[src/hw/msc_pkg.sv]
// constants, types and field layout of the mode/supply and hardware config registers
package msc_pkg;
   // ----------------------------------------------------------------
   // addresses and frame
   // ----------------------------------------------------------------
   localparam int            ADDR_W           = 7;
   localparam int            DATA_W           = 8;
   localparam logic [4:0]    FRAME_BITS       = 5'h10;
   localparam logic [4:0]    ADDR_BITS        = 5'h08;
   localparam logic [6:0]    ADDR_MODE_SUPPLY = 7'h01;
   localparam logic [6:0]    ADDR_HW_CONFIG   = 7'h02;
   // ----------------------------------------------------------------
   // mode/supply fields
   // ----------------------------------------------------------------
   localparam int            MS_MODE_LO       = 6;
   localparam int            MS_AUX_EN        = 5;
   localparam int            MS_POLICY_LO     = 3;
   localparam int            MS_OV_ESC        = 2;
   localparam int            MS_THRESH_LO     = 0;
   localparam logic [7:0]    MS_POR_VALUE     = 8'h00;
   localparam logic [7:0]    MS_RESTART_KEEP  = 8'h23;
   // ----------------------------------------------------------------
   // hardware config fields
   // ----------------------------------------------------------------
   localparam int            HW_AUX_VSEL      = 7;
   localparam int            HW_SR_SUPPRESS   = 6;
   localparam int            HW_FO_FORCE      = 5;
   localparam int            HW_UV_KEEP       = 4;
   localparam int            HW_LOAD_SHARE    = 3;
   localparam int            HW_LS_STOP       = 1;
   localparam int            HW_WD_FIRST      = 0;
   localparam logic [7:0]    HW_POR_VALUE     = 8'h00;
   localparam logic [7:0]    HW_SOFT_KEEP     = 8'h88;
   localparam logic [7:0]    HW_RESTART_KEEP  = 8'hD9;
   localparam logic [7:0]    HW_WRITE_MASK    = 8'hFB;
   // ----------------------------------------------------------------
   // timing
   // ----------------------------------------------------------------
   localparam int            RESET_PIN_CYCLES = 16;
   // ----------------------------------------------------------------
   // types
   // ----------------------------------------------------------------
   typedef enum logic [1:0] {
      MSC_MODE_NORMAL = 2'b00,
      MSC_MODE_SLEEP  = 2'b01,
      MSC_MODE_STOP   = 2'b10,
      MSC_MODE_SOFT   = 2'b11
   } msc_mode_t;
   typedef enum logic [1:0] {
      MSC_POL_OFF    = 2'b00,
      MSC_POL_NORMAL = 2'b01,
      MSC_POL_NSTOP  = 2'b10,
      MSC_POL_ALWAYS = 2'b11
   } msc_policy_t;
   typedef enum logic [1:0] {
      MSC_SPI_IDLE = 2'b00,
      MSC_SPI_ADDR = 2'b01,
      MSC_SPI_DATA = 2'b10
   } msc_spi_state_t;
   typedef struct packed {
      logic [7:0] data;
      logic       write;
      logic [6:0] addr;
   } msc_frame_t;
   typedef struct packed {
      logic       secondaryOn;
      logic       auxOn;
      logic       auxVoltageAlt;
      logic       auxLoadShare;
      logic       auxLoadShareStop;
      logic [1:0] thresholdSel;
   } msc_supply_ctl_t;
endpackage

[src/hw/msc_pin_sync.sv]
// three-stage synchroniser for pin inputs, change taken when stages two and three agree
`timescale 1ns/1ps
module msc_pin_sync #(
   parameter int               WIDTH     = 1,
   parameter logic [WIDTH-1:0] RESET_VAL = '0
) (
   // clock and reset
   input  wire logic             clk_sys,
   input  wire logic             reset,
   // pins and stable result
   input  wire logic [WIDTH-1:0] pinIn,
   output logic      [WIDTH-1:0] stable
);
   if (WIDTH < 1) begin : g_bad_width
      $error("msc_pin_sync: WIDTH must be at least 1");
   end
   for (genvar i = 0; i < WIDTH; i++) begin : g_bit
      logic [2:0] stage;
      always_ff @(posedge clk_sys or posedge reset) begin
         if (reset) begin
            stage     <= {3{RESET_VAL[i]}};
            stable[i] <= RESET_VAL[i];
         end else begin
            stage <= {stage[1:0], pinIn[i]};
            // stage[0] feeds only stage[1]
            if (stage[1] == stage[2]) begin
               stable[i] <= stage[2];
            end
         end
      end
   end
endmodule // msc_pin_sync

[src/hw/msc_pulse_stretch.sv]
// fixed-length pulse generator for the reset output pin
`timescale 1ns/1ps
module msc_pulse_stretch #(
   parameter int CYCLES = 16
) (
   // clock and reset
   input  wire logic clk_sys,
   input  wire logic reset,
   // trigger and stretched level
   input  wire logic trigger,
   output logic      active
);
   localparam int CW = $clog2(CYCLES + 1);
   if (CYCLES < 1) begin : g_bad_cycles
      $error("msc_pulse_stretch: CYCLES must be at least 1");
   end
   logic [CW-1:0] remain;
   always_ff @(posedge clk_sys or posedge reset) begin
      if (reset) begin
         remain <= '0;
      end else if (trigger) begin
         remain <= CW'(CYCLES);
      end else if (remain != '0) begin
         remain <= remain - CW'(1);
      end
   end
   assign active = (remain != '0);
endmodule // msc_pulse_stretch

[src/hw/msc_mode_supply_regs.sv]
// mode/supply and hardware config registers behind the 16-bit serial port
`timescale 1ns/1ps
module msc_mode_supply_regs
   import msc_pkg::*;
#(
   parameter int RESET_PULSE_CYCLES = RESET_PIN_CYCLES
) (
   // clock and reset
   input  wire logic      clk_sys,
   input  wire logic      reset,
   // serial port pins
   input  wire logic      spiCsN,
   input  wire logic      spiClk,
   input  wire logic      spiMosi,
   output logic           spiMiso,
   output logic           spiMisoOe,
   // device events, same clock
   input  wire logic      restartEnter,
   input  wire logic      overtempEvent,
   input  wire logic      mainOvervoltage,
   input  wire logic      mainOvFlagClear,
   input  wire logic      supplyUndervoltage,
   input  wire logic      failSafeActive,
   input  wire logic      failureCondition,
   input  wire logic      failureFlagClear,
   input  wire logic      wdTriggerFail,
   // mode and supply control
   output msc_mode_t      opMode,
   output logic           softResetPulse,
   output msc_supply_ctl_t supplyCtl,
   // status and escalation
   output logic           mainOvFlag,
   output logic           escalateRequest,
   output logic           failureOutputs,
   // reset output pin, open drain
   output logic           resetPinOut,
   output logic           resetPinOe,
   // register views
   output logic [7:0]     modeSupply,
   output logic [7:0]     hwConfig
);
   if (RESET_PULSE_CYCLES < 1) begin : g_bad_pulse
      $error("msc_mode_supply_regs: RESET_PULSE_CYCLES must be at least 1");
   end

   // ----------------------------------------------------------------
   // pin synchronisation
   // ----------------------------------------------------------------
   logic [2:0] pinStable;
   logic       csN;
   logic       sck;
   logic       mosi;
   logic       sckPrev;
   logic       csPrev;

   msc_pin_sync #(
      .WIDTH     (3),
      .RESET_VAL (3'b100)
   ) u_sync (
      .clk_sys (clk_sys),
      .reset   (reset),
      .pinIn   ({spiCsN, spiClk, spiMosi}),
      .stable  (pinStable)
   );

   assign csN  = pinStable[2];
   assign sck  = pinStable[1];
   assign mosi = pinStable[0];

   always_ff @(posedge clk_sys or posedge reset) begin
      if (reset) begin
         sckPrev <= 1'b0;
         csPrev  <= 1'b1;
      end else begin
         sckPrev <= sck;
         csPrev  <= csN;
      end
   end

   logic sckRise;
   logic sckFall;
   logic csFall;
   logic csRise;
   assign sckRise = sck & ~sckPrev & ~csN;
   assign sckFall = ~sck & sckPrev & ~csN;
   assign csFall  = ~csN & csPrev;
   assign csRise  = csN & ~csPrev;

   // ----------------------------------------------------------------
   // frame receiver
   // ----------------------------------------------------------------
   msc_spi_state_t spiState;
   msc_spi_state_t next_spiState;
   logic [15:0]    shiftIn;
   logic [15:0]    next_shiftIn;
   logic [4:0]     bitCount;
   logic [7:0]     txByte;
   logic           frameDone;
   msc_frame_t     frame;

   assign next_shiftIn = {mosi, shiftIn[15:1]};
   assign frame        = msc_frame_t'(shiftIn);

   // contents before any update of this frame
   function automatic logic [7:0] readBack(input logic [6:0] a,
                                           input logic [7:0] ms,
                                           input logic [7:0] hw);
      logic [7:0] r;
      r = 8'h00;
      if (a == ADDR_MODE_SUPPLY) begin
         r = ms;
      end else if (a == ADDR_HW_CONFIG) begin
         r = hw & HW_WRITE_MASK;
      end
      return r;
   endfunction

   always_comb begin
      next_spiState = spiState;
      case (spiState)
         MSC_SPI_IDLE: begin
            if (csFall) begin
               next_spiState = MSC_SPI_ADDR;
            end
         end
         MSC_SPI_ADDR: begin
            if (csRise) begin
               next_spiState = MSC_SPI_IDLE;
            end else if (sckRise && bitCount == ADDR_BITS - 5'h01) begin
               next_spiState = MSC_SPI_DATA;
            end
         end
         MSC_SPI_DATA: begin
            if (csRise) begin
               next_spiState = MSC_SPI_IDLE;
            end
         end
         default: next_spiState = MSC_SPI_IDLE;
      endcase
   end

   always_ff @(posedge clk_sys or posedge reset) begin
      if (reset) begin
         spiState <= MSC_SPI_IDLE;
      end else begin
         spiState <= next_spiState;
      end
   end

   // counter saturates one past a full frame so long frames are dropped
   always_ff @(posedge clk_sys or posedge reset) begin
      if (reset) begin
         bitCount <= 5'h00;
         shiftIn  <= 16'h0000;
      end else if (csFall) begin
         bitCount <= 5'h00;
         shiftIn  <= 16'h0000;
      end else if (sckRise && spiState != MSC_SPI_IDLE) begin
         shiftIn <= next_shiftIn;
         if (bitCount <= FRAME_BITS) begin
            bitCount <= bitCount + 5'h01;
         end
      end
   end

   // answer byte latched once the address is in
   always_ff @(posedge clk_sys or posedge reset) begin
      if (reset) begin
         txByte <= 8'h00;
      end else if (sckRise && spiState == MSC_SPI_ADDR
                   && bitCount == ADDR_BITS - 5'h01) begin
         txByte <= readBack(next_shiftIn[14:8], modeSupply, hwConfig);
      end
   end

   // first answer byte carries no status here and reads zero
   always_ff @(posedge clk_sys or posedge reset) begin
      if (reset) begin
         spiMiso <= 1'b0;
      end else if (csFall) begin
         spiMiso <= 1'b0;
      end else if (sckFall) begin
         if (bitCount >= ADDR_BITS && bitCount < FRAME_BITS) begin
            spiMiso <= txByte[bitCount[2:0]];
         end else begin
            spiMiso <= 1'b0;
         end
      end
   end

   assign spiMisoOe = ~csN;

   always_ff @(posedge clk_sys or posedge reset) begin
      if (reset) begin
         frameDone <= 1'b0;
      end else begin
         frameDone <= csRise && spiState == MSC_SPI_DATA
                      && bitCount == FRAME_BITS;
      end
   end

   // ----------------------------------------------------------------
   // write decode
   // ----------------------------------------------------------------
   logic      writeMs;
   logic      writeHw;
   logic      softReset;
   msc_mode_t wrMode;
   msc_mode_t curMode;

   assign writeMs   = frameDone & frame.write & (frame.addr == ADDR_MODE_SUPPLY);
   assign writeHw   = frameDone & frame.write & (frame.addr == ADDR_HW_CONFIG);
   assign wrMode    = msc_mode_t'(frame.data[MS_MODE_LO +: 2]);
   assign curMode   = msc_mode_t'(modeSupply[MS_MODE_LO +: 2]);
   assign softReset = writeMs & (wrMode == MSC_MODE_SOFT);

   // ----------------------------------------------------------------
   // mode/supply register
   // ----------------------------------------------------------------
   logic [7:0] next_modeSupply;

   always_comb begin
      next_modeSupply = modeSupply;
      if (softReset) begin
         next_modeSupply = MS_POR_VALUE;
      end else if (writeMs) begin
         next_modeSupply = frame.data;
         // a stop-to-sleep request leaves the mode at stop
         if (curMode == MSC_MODE_STOP && wrMode == MSC_MODE_SLEEP) begin
            next_modeSupply[MS_MODE_LO +: 2] = MSC_MODE_STOP;
         end
      end
      if (restartEnter) begin
         // also gives normal mode and secondary policy off
         next_modeSupply = next_modeSupply & MS_RESTART_KEEP;
      end
      if (overtempEvent) begin
         next_modeSupply[MS_POLICY_LO +: 2] = MSC_POL_OFF;
      end
   end

   always_ff @(posedge clk_sys or posedge reset) begin
      if (reset) begin
         modeSupply <= MS_POR_VALUE;
      end else begin
         modeSupply <= next_modeSupply;
      end
   end

   // ----------------------------------------------------------------
   // hardware config register
   // ----------------------------------------------------------------
   logic [7:0] next_hwConfig;

   always_comb begin
      next_hwConfig = hwConfig;
      if (softReset) begin
         next_hwConfig = hwConfig & HW_SOFT_KEEP;
      end else if (writeHw) begin
         next_hwConfig = frame.data & HW_WRITE_MASK;
      end
      if (restartEnter) begin
         next_hwConfig = next_hwConfig & HW_RESTART_KEEP;
      end
   end

   always_ff @(posedge clk_sys or posedge reset) begin
      if (reset) begin
         hwConfig <= HW_POR_VALUE;
      end else begin
         hwConfig <= next_hwConfig;
      end
   end

   // ----------------------------------------------------------------
   // soft reset and reset pin
   // ----------------------------------------------------------------
   logic pinTrigger;
   logic pinActive;

   // suppress bit sampled before the soft reset clears it
   assign pinTrigger = softReset & ~hwConfig[HW_SR_SUPPRESS];

   msc_pulse_stretch #(
      .CYCLES (RESET_PULSE_CYCLES)
   ) u_pin_pulse (
      .clk_sys (clk_sys),
      .reset   (reset),
      .trigger (pinTrigger),
      .active  (pinActive)
   );

   assign resetPinOut = 1'b0;
   assign resetPinOe  = pinActive;

   always_ff @(posedge clk_sys or posedge reset) begin
      if (reset) begin
         softResetPulse <= 1'b0;
      end else begin
         softResetPulse <= softReset;
      end
   end

   assign opMode = curMode;

   // ----------------------------------------------------------------
   // overvoltage and watchdog escalation
   // ----------------------------------------------------------------
   logic [1:0] wdFailCount;
   logic       wdEscalate;

   // set wins over a clear in the same cycle
   always_ff @(posedge clk_sys or posedge reset) begin
      if (reset) begin
         mainOvFlag <= 1'b0;
      end else if (mainOvervoltage) begin
         mainOvFlag <= 1'b1;
      end else if (mainOvFlagClear) begin
         mainOvFlag <= 1'b0;
      end
   end

   assign wdEscalate = wdTriggerFail
                       & (hwConfig[HW_WD_FIRST] ? (wdFailCount == 2'd0)
                                                : (wdFailCount == 2'd1));

   always_ff @(posedge clk_sys or posedge reset) begin
      if (reset) begin
         wdFailCount <= 2'd0;
      end else if (restartEnter || softReset) begin
         wdFailCount <= 2'd0;
      end else if (wdTriggerFail && wdFailCount != 2'd3) begin
         wdFailCount <= wdFailCount + 2'd1;
      end
   end

   always_ff @(posedge clk_sys or posedge reset) begin
      if (reset) begin
         escalateRequest <= 1'b0;
      end else begin
         escalateRequest <= (mainOvervoltage & modeSupply[MS_OV_ESC])
                            | wdEscalate;
      end
   end

   // ----------------------------------------------------------------
   // failure outputs
   // ----------------------------------------------------------------
   logic failureLatched;

   // only the failure flag clear releases a fault-driven activation
   always_ff @(posedge clk_sys or posedge reset) begin
      if (reset) begin
         failureLatched <= 1'b0;
      end else if (failureCondition) begin
         failureLatched <= 1'b1;
      end else if (failureFlagClear) begin
         failureLatched <= 1'b0;
      end
   end

   always_ff @(posedge clk_sys or posedge reset) begin
      if (reset) begin
         failureOutputs <= 1'b0;
      end else begin
         failureOutputs <= hwConfig[HW_FO_FORCE] | failureLatched;
      end
   end

   // ----------------------------------------------------------------
   // regulator controls
   // ----------------------------------------------------------------
   msc_policy_t     policy;
   msc_supply_ctl_t next_supplyCtl;

   assign policy = msc_policy_t'(modeSupply[MS_POLICY_LO +: 2]);

   always_comb begin
      next_supplyCtl = '0;
      case (policy)
         MSC_POL_OFF:    next_supplyCtl.secondaryOn = 1'b0;
         MSC_POL_NORMAL: next_supplyCtl.secondaryOn = (curMode == MSC_MODE_NORMAL);
         MSC_POL_NSTOP:  next_supplyCtl.secondaryOn = (curMode == MSC_MODE_NORMAL)
                                                      | (curMode == MSC_MODE_STOP);
         MSC_POL_ALWAYS: next_supplyCtl.secondaryOn = ~failSafeActive;
         default:        next_supplyCtl.secondaryOn = 1'b0;
      endcase
      next_supplyCtl.auxOn = modeSupply[MS_AUX_EN]
                             & (~supplyUndervoltage | hwConfig[HW_UV_KEEP]);
      next_supplyCtl.auxVoltageAlt    = hwConfig[HW_AUX_VSEL];
      next_supplyCtl.auxLoadShare     = hwConfig[HW_LOAD_SHARE];
      next_supplyCtl.auxLoadShareStop = hwConfig[HW_LOAD_SHARE]
                                        & hwConfig[HW_LS_STOP];
      next_supplyCtl.thresholdSel     = modeSupply[MS_THRESH_LO +: 2];
   end

   always_ff @(posedge clk_sys or posedge reset) begin
      if (reset) begin
         supplyCtl <= '0;
      end else begin
         supplyCtl <= next_supplyCtl;
      end
   end
endmodule // msc_mode_supply_regs

[config.mk]
export PLATFORM = sky130hd
export DESIGN_NAME = msc_mode_supply_regs
export DESIGN_NICKNAME = d
export VERILOG_FILES = /design/src/hw/msc_pkg.sv /design/src/hw/msc_pin_sync.sv /design/src/hw/msc_pulse_stretch.sv /design/src/hw/msc_mode_supply_regs.sv
export SDC_FILE = /design/constraint.sdc
export NUM_CORES = 1
export LEC_CHECK = 0
export BUFFER_PORTS_ARGS = -buffer_cell sky130_fd_sc_hd__buf_2
export CORE_MARGIN = 3
export CORE_UTILIZATION = 35
export DETAILED_ROUTE_END_ITERATION = 8
export HOLD_SLACK_MARGIN = 0.15
export PLACE_DENSITY = 0.64
export REMOVE_ABC_BUFFERS = 1
export SETUP_SLACK_MARGIN = 0.02
export SLEW_MARGIN = 0
export SYNTH_ARGS = -nofsm -noshare
export SYNTH_HDL_FRONTEND = slang
export SYNTH_SLANG_ARGS = --single-unit
export TNS_END_PERCENT = 1
[constraint.sdc]
create_clock -name clk_sys -period 2.15 [get_ports clk_sys]
set_input_delay 0.1075 -clock clk_sys [delete_from_list [all_inputs] [get_ports clk_sys]]
set_output_delay 0.1075 -clock clk_sys [all_outputs]
set_load 0.02 [all_outputs]
==> impl_metrics.py <==
metrics = {
    "grt": {
        "grt_pass1_wl_mm": 11.9,
        "overflow": 0,
        "antenna_found_initial": 0,
        "grt_usage": 0.132,
        "grt_pass1_vias": 2411,
        "grt_start_max_net_pins": 50,
    },
    "final_layout": {
        "final_util": 0.447,
        "nNetsFinal": 387,
        "fin_area_mm2": 0.00421,
        "n_antenna_cell": 0,
        "drive_above_1_share": 0.255,
        "area_growth_pct": 21.8,
    },
    "setup_path": {
        "crit_family": "simple AND/OR/NAND/NOR gates",
        "critPathArrivalTime_ns": 2.25,
        "worstSetupPathType": "flop to flop",
        "slowest_stage": "or4b_4",
        "end_kind": "flop",
        "critPathMaxStageDelay_ns": 0.61,
        "regToRegEndpoint": "txByte[7]$_DFFE_PP0P_",
        "r2r_slack_ns": 0.12,
        "crit_required_ns": 2.38,
        "critPathMaxFanout": 12,
        "r2r_start": "bitCount[3]$_DFFE_PP0P_",
        "crit_top_cell": "or4b_4",
        "worstPathCellList": "or4b_4 -> or4b_4 -> a221oi_1 -> nor2_1",
        "start_kind": "flop",
        "critPathBufInv": 0,
        "reg2reg_depth": 4,
    },
    "clocking": {
        "root_buffer": "clkbuf_8",
        "htreeDepth": 3,
        "cts_tree": "yes",
        "cts.sinks": 81,
        "clkTransAtPathRegs_ns": 0.08,
        "clkLatencyLatePin_ns": 0.34,
        "cts_max_path_buffers": 2,
        "cts_setup_buffers": 0,
        "cts_buffers": 9,
    },
    "synthesis": {
        "netlist_instances": 299,
        "ys_seq_area_frac": 0.589,
        "synth_cell_types": 52,
        "synth_largest_area_cell": "dfrtp_1",
        "syn_area_mm2": 0.00345,
        "netlist.area_leader.share": 0.551,
        "synth.most_common_cell": "dfrtp_1",
        "synthArstFlopShare": 1.00,
        "avgSynthCellArea_um2": 11.6,
        "ys.flop_type": "dfrtp_1",
        "synthTopCellsByCount": "76 x dfrtp_1, 29 x nor2_1, 25 x nand2_1, 15 x inv_1, 15 x mux2i_1",
        "yosys_warnings": 0,
        "ys_ff_latch": 81,
        "synth_edf_count": 0,
        "synth.area.top_cells": "dfrtp_1 55%, mux2i_1 4.3%, dfstp_2 3.8%",
    },
    "floorplanning": {
        "io_pins": 47,
        "die_h_um": 105,
        "dieArea_mm2": 0.0111,
        "die_x_um": 105,
        "start_util": 0.367,
        "core_area_mm2": 0.00942,
        "rows": 35,
    },
    "timing": {
        "hold_viol_final": 0,
        "setup-violations-final": 0,
        "maxSlewHeadroom": 0.616,
        "maxSlewViolCount": 0,
        "grt_setup_unrepaired": "false",
        "period_needed_ns": 2.03,
        "final.setup_skew_ns": 0.00523,
        "holdWs_ns": 0.346,
        "timing.fmax_mhz": 493,
        "post-route-period-util": 0.943,
        "worst_pin_slew_ns": 0.576,
    },
    "drt": {
        "wire_per_inst_um": 13.7,
        "ant_nets": 0,
        "dr.pass1.iters": 4,
        "vias_per_cell": 4.91,
        "wl_mm": 6.87,
        "drtIter0Drc": 216,
        "vias": 2460,
        "drc": 0,
    },
    "placed_design": {
        "port_buffers": 44,
        "dpl_cell_area_mm2": 0.00386,
        "gp_congestion": 0.864,
        "dp_hpwl_mm": 4.83,
    },
    "power": {
        "power_mw": 3.00,
        "peakVddDrop_mv": 0.411,
        "p_leak_nw": 2.06,
        "powerDensity_mw_per_mm2": 712,
    },
    "worst_hold_path": {
        "hp-class": "input pin to async pin",
    },
    "job": {
        "maxCapViolCount": 0,
    },
    "outcome": {
        "run_status": "completed",
    },
}
worst register-to-register path, stage by stage, from the launching register on:
cell	delay, ns
dfrtp_1	0.43
or4b_4	0.55
or4b_4	0.61
a221oi_1	0.25
nor2_1	0.07
cells by family after synthesis:
logic type | Yosys count | share of synthesized area
compound gates | 47 | 0.0956
xor+xnor | 3 | 0.00761
fa+ha+maj | 9 | 0.0304
buf+inv | 29 | 0.0424
flops | 81 | 0.589
mux | 20 | 0.0663
other cells | 1 | 0.00109
simple gates | 109 | 0.168
power breakdown:
part,leakage (nW),switching (mW),internal (mW)
registers,1.08,0.0394,1.57
clock network,0.101,0.567,0.584
logic,0.876,0.134,0.106
per-layer routing:
| layer | vias up | share of wire | GRT usage |
|---|---|---|---|
| li1 | 1184 | - | - |
| met1 | 1201 | 0.48 | 0.178 |
| met2 | 62 | 0.46 | 0.204 |
| met3 | 13 | 0.048 | 0.0294 |
| met4 | 0 | 0.021 | 0.0581 |
| met5 | - | 0 | 0 |
through the flow:
step	setup WS, ns	std cells	TNS [ns]
after floorplan	-0.0293	286	-2.23
after global placement	0.176	472	0
after detailed placement	0.120	472	0
after CTS	0.117	501	0
after global routing	0.0304	501	0
final	0.123	501	0
state kept, by name (all words and copies together) (netlist names):
signal and flops:
frame 16, u_sync.g_bit.stage 9, modeSupply 8, txByte 8, hwConfig 7, supplyCtl 7
bitCount 5, u_pin_pulse.remain 5, u_sync.stable 3, spiState 2, wdFailCount 2, csPrev 1
escalateRequest 1, failureLatched 1, failureOutputs 1, frameDone 1, mainOvFlag 1, sckPrev 1
softResetPulse 1, spiMiso 1
area by class of cell:
cell class / count / area (µm²)
clock buffer: 10 / 138
clock inverter: 6 / 73.8
fill: 875 / 5210
inverter: 15 / 57.6
multi-input combinational: 190 / 1280
sequential: 81 / 2030
tap: 129 / 161
timing repair buffer: 70 / 460
timing repair:
item	4_1_cts	5_1_grt
endpoints found under the setup margin	0	1
gates resized for setup	0	1
hold buffers	13	0
endpoints found under the hold margin	44	0
cells in the final DEF (no fill, tap or decap), drive strengths merged, types with 3 or more instances in the layout:
| cell type | synthesis | layout |
|---|---|---|
| nand3 | 11 | 11 |
| a22oi | 3 | 3 |
| mux2i | 15 | 15 |
| maj3 | 3 | 3 |
| dlygate4sd3 | 0 | 13 |
| o21ai | 8 | 8 |
| nor4b | 3 | 3 |
| a21oi | 9 | 9 |
| nor2b | 3 | 3 |
| xnor2 | 3 | 3 |
| buf | 10 | 57 |
| inv | 15 | 17 |
| dfstp | 5 | 5 |
| dfrtp | 76 | 76 |
| a22o | 8 | 8 |
| nor2 | 29 | 29 |
| clkbuf | 4 | 10 |
| nand2b | 6 | 6 |
| mux2 | 3 | 3 |
| nand2 | 25 | 25 |
| ha | 6 | 6 |
| a221oi | 4 | 4 |
| nor3 | 10 | 10 |
| nor4 | 4 | 4 |
| a21o | 3 | 3 |
worst max path at each step:
| stage | to | start | slack, ns | depth (start not counted) |
|---|---|---|---|---|
| after CTS | txByte[4]$_DFFE_PP0P_ | bitCount[3]$_DFFE_PP0P_ | 0.12 | 4 |
| after detailed placement | txByte[4]$_DFFE_PP0P_ | bitCount[3]$_DFFE_PP0P_ | 0.12 | 4 |
| after floorplan | bitCount[0]$_DFFE_PP0P_ | reset | -0.03 | 1 |
| final | txByte[7]$_DFFE_PP0P_ | bitCount[3]$_DFFE_PP0P_ | 0.12 | 4 |
| after global placement | txByte[3]$_DFFE_PP0P_ | bitCount[3]$_DFFE_PP0P_ | 0.18 | 4 |
| after global routing | txByte[4]$_DFFE_PP0P_ | bitCount[3]$_DFFE_PP0P_ | 0.03 | 4 |
No activity file was read; power rests on OpenSTA's default activity.
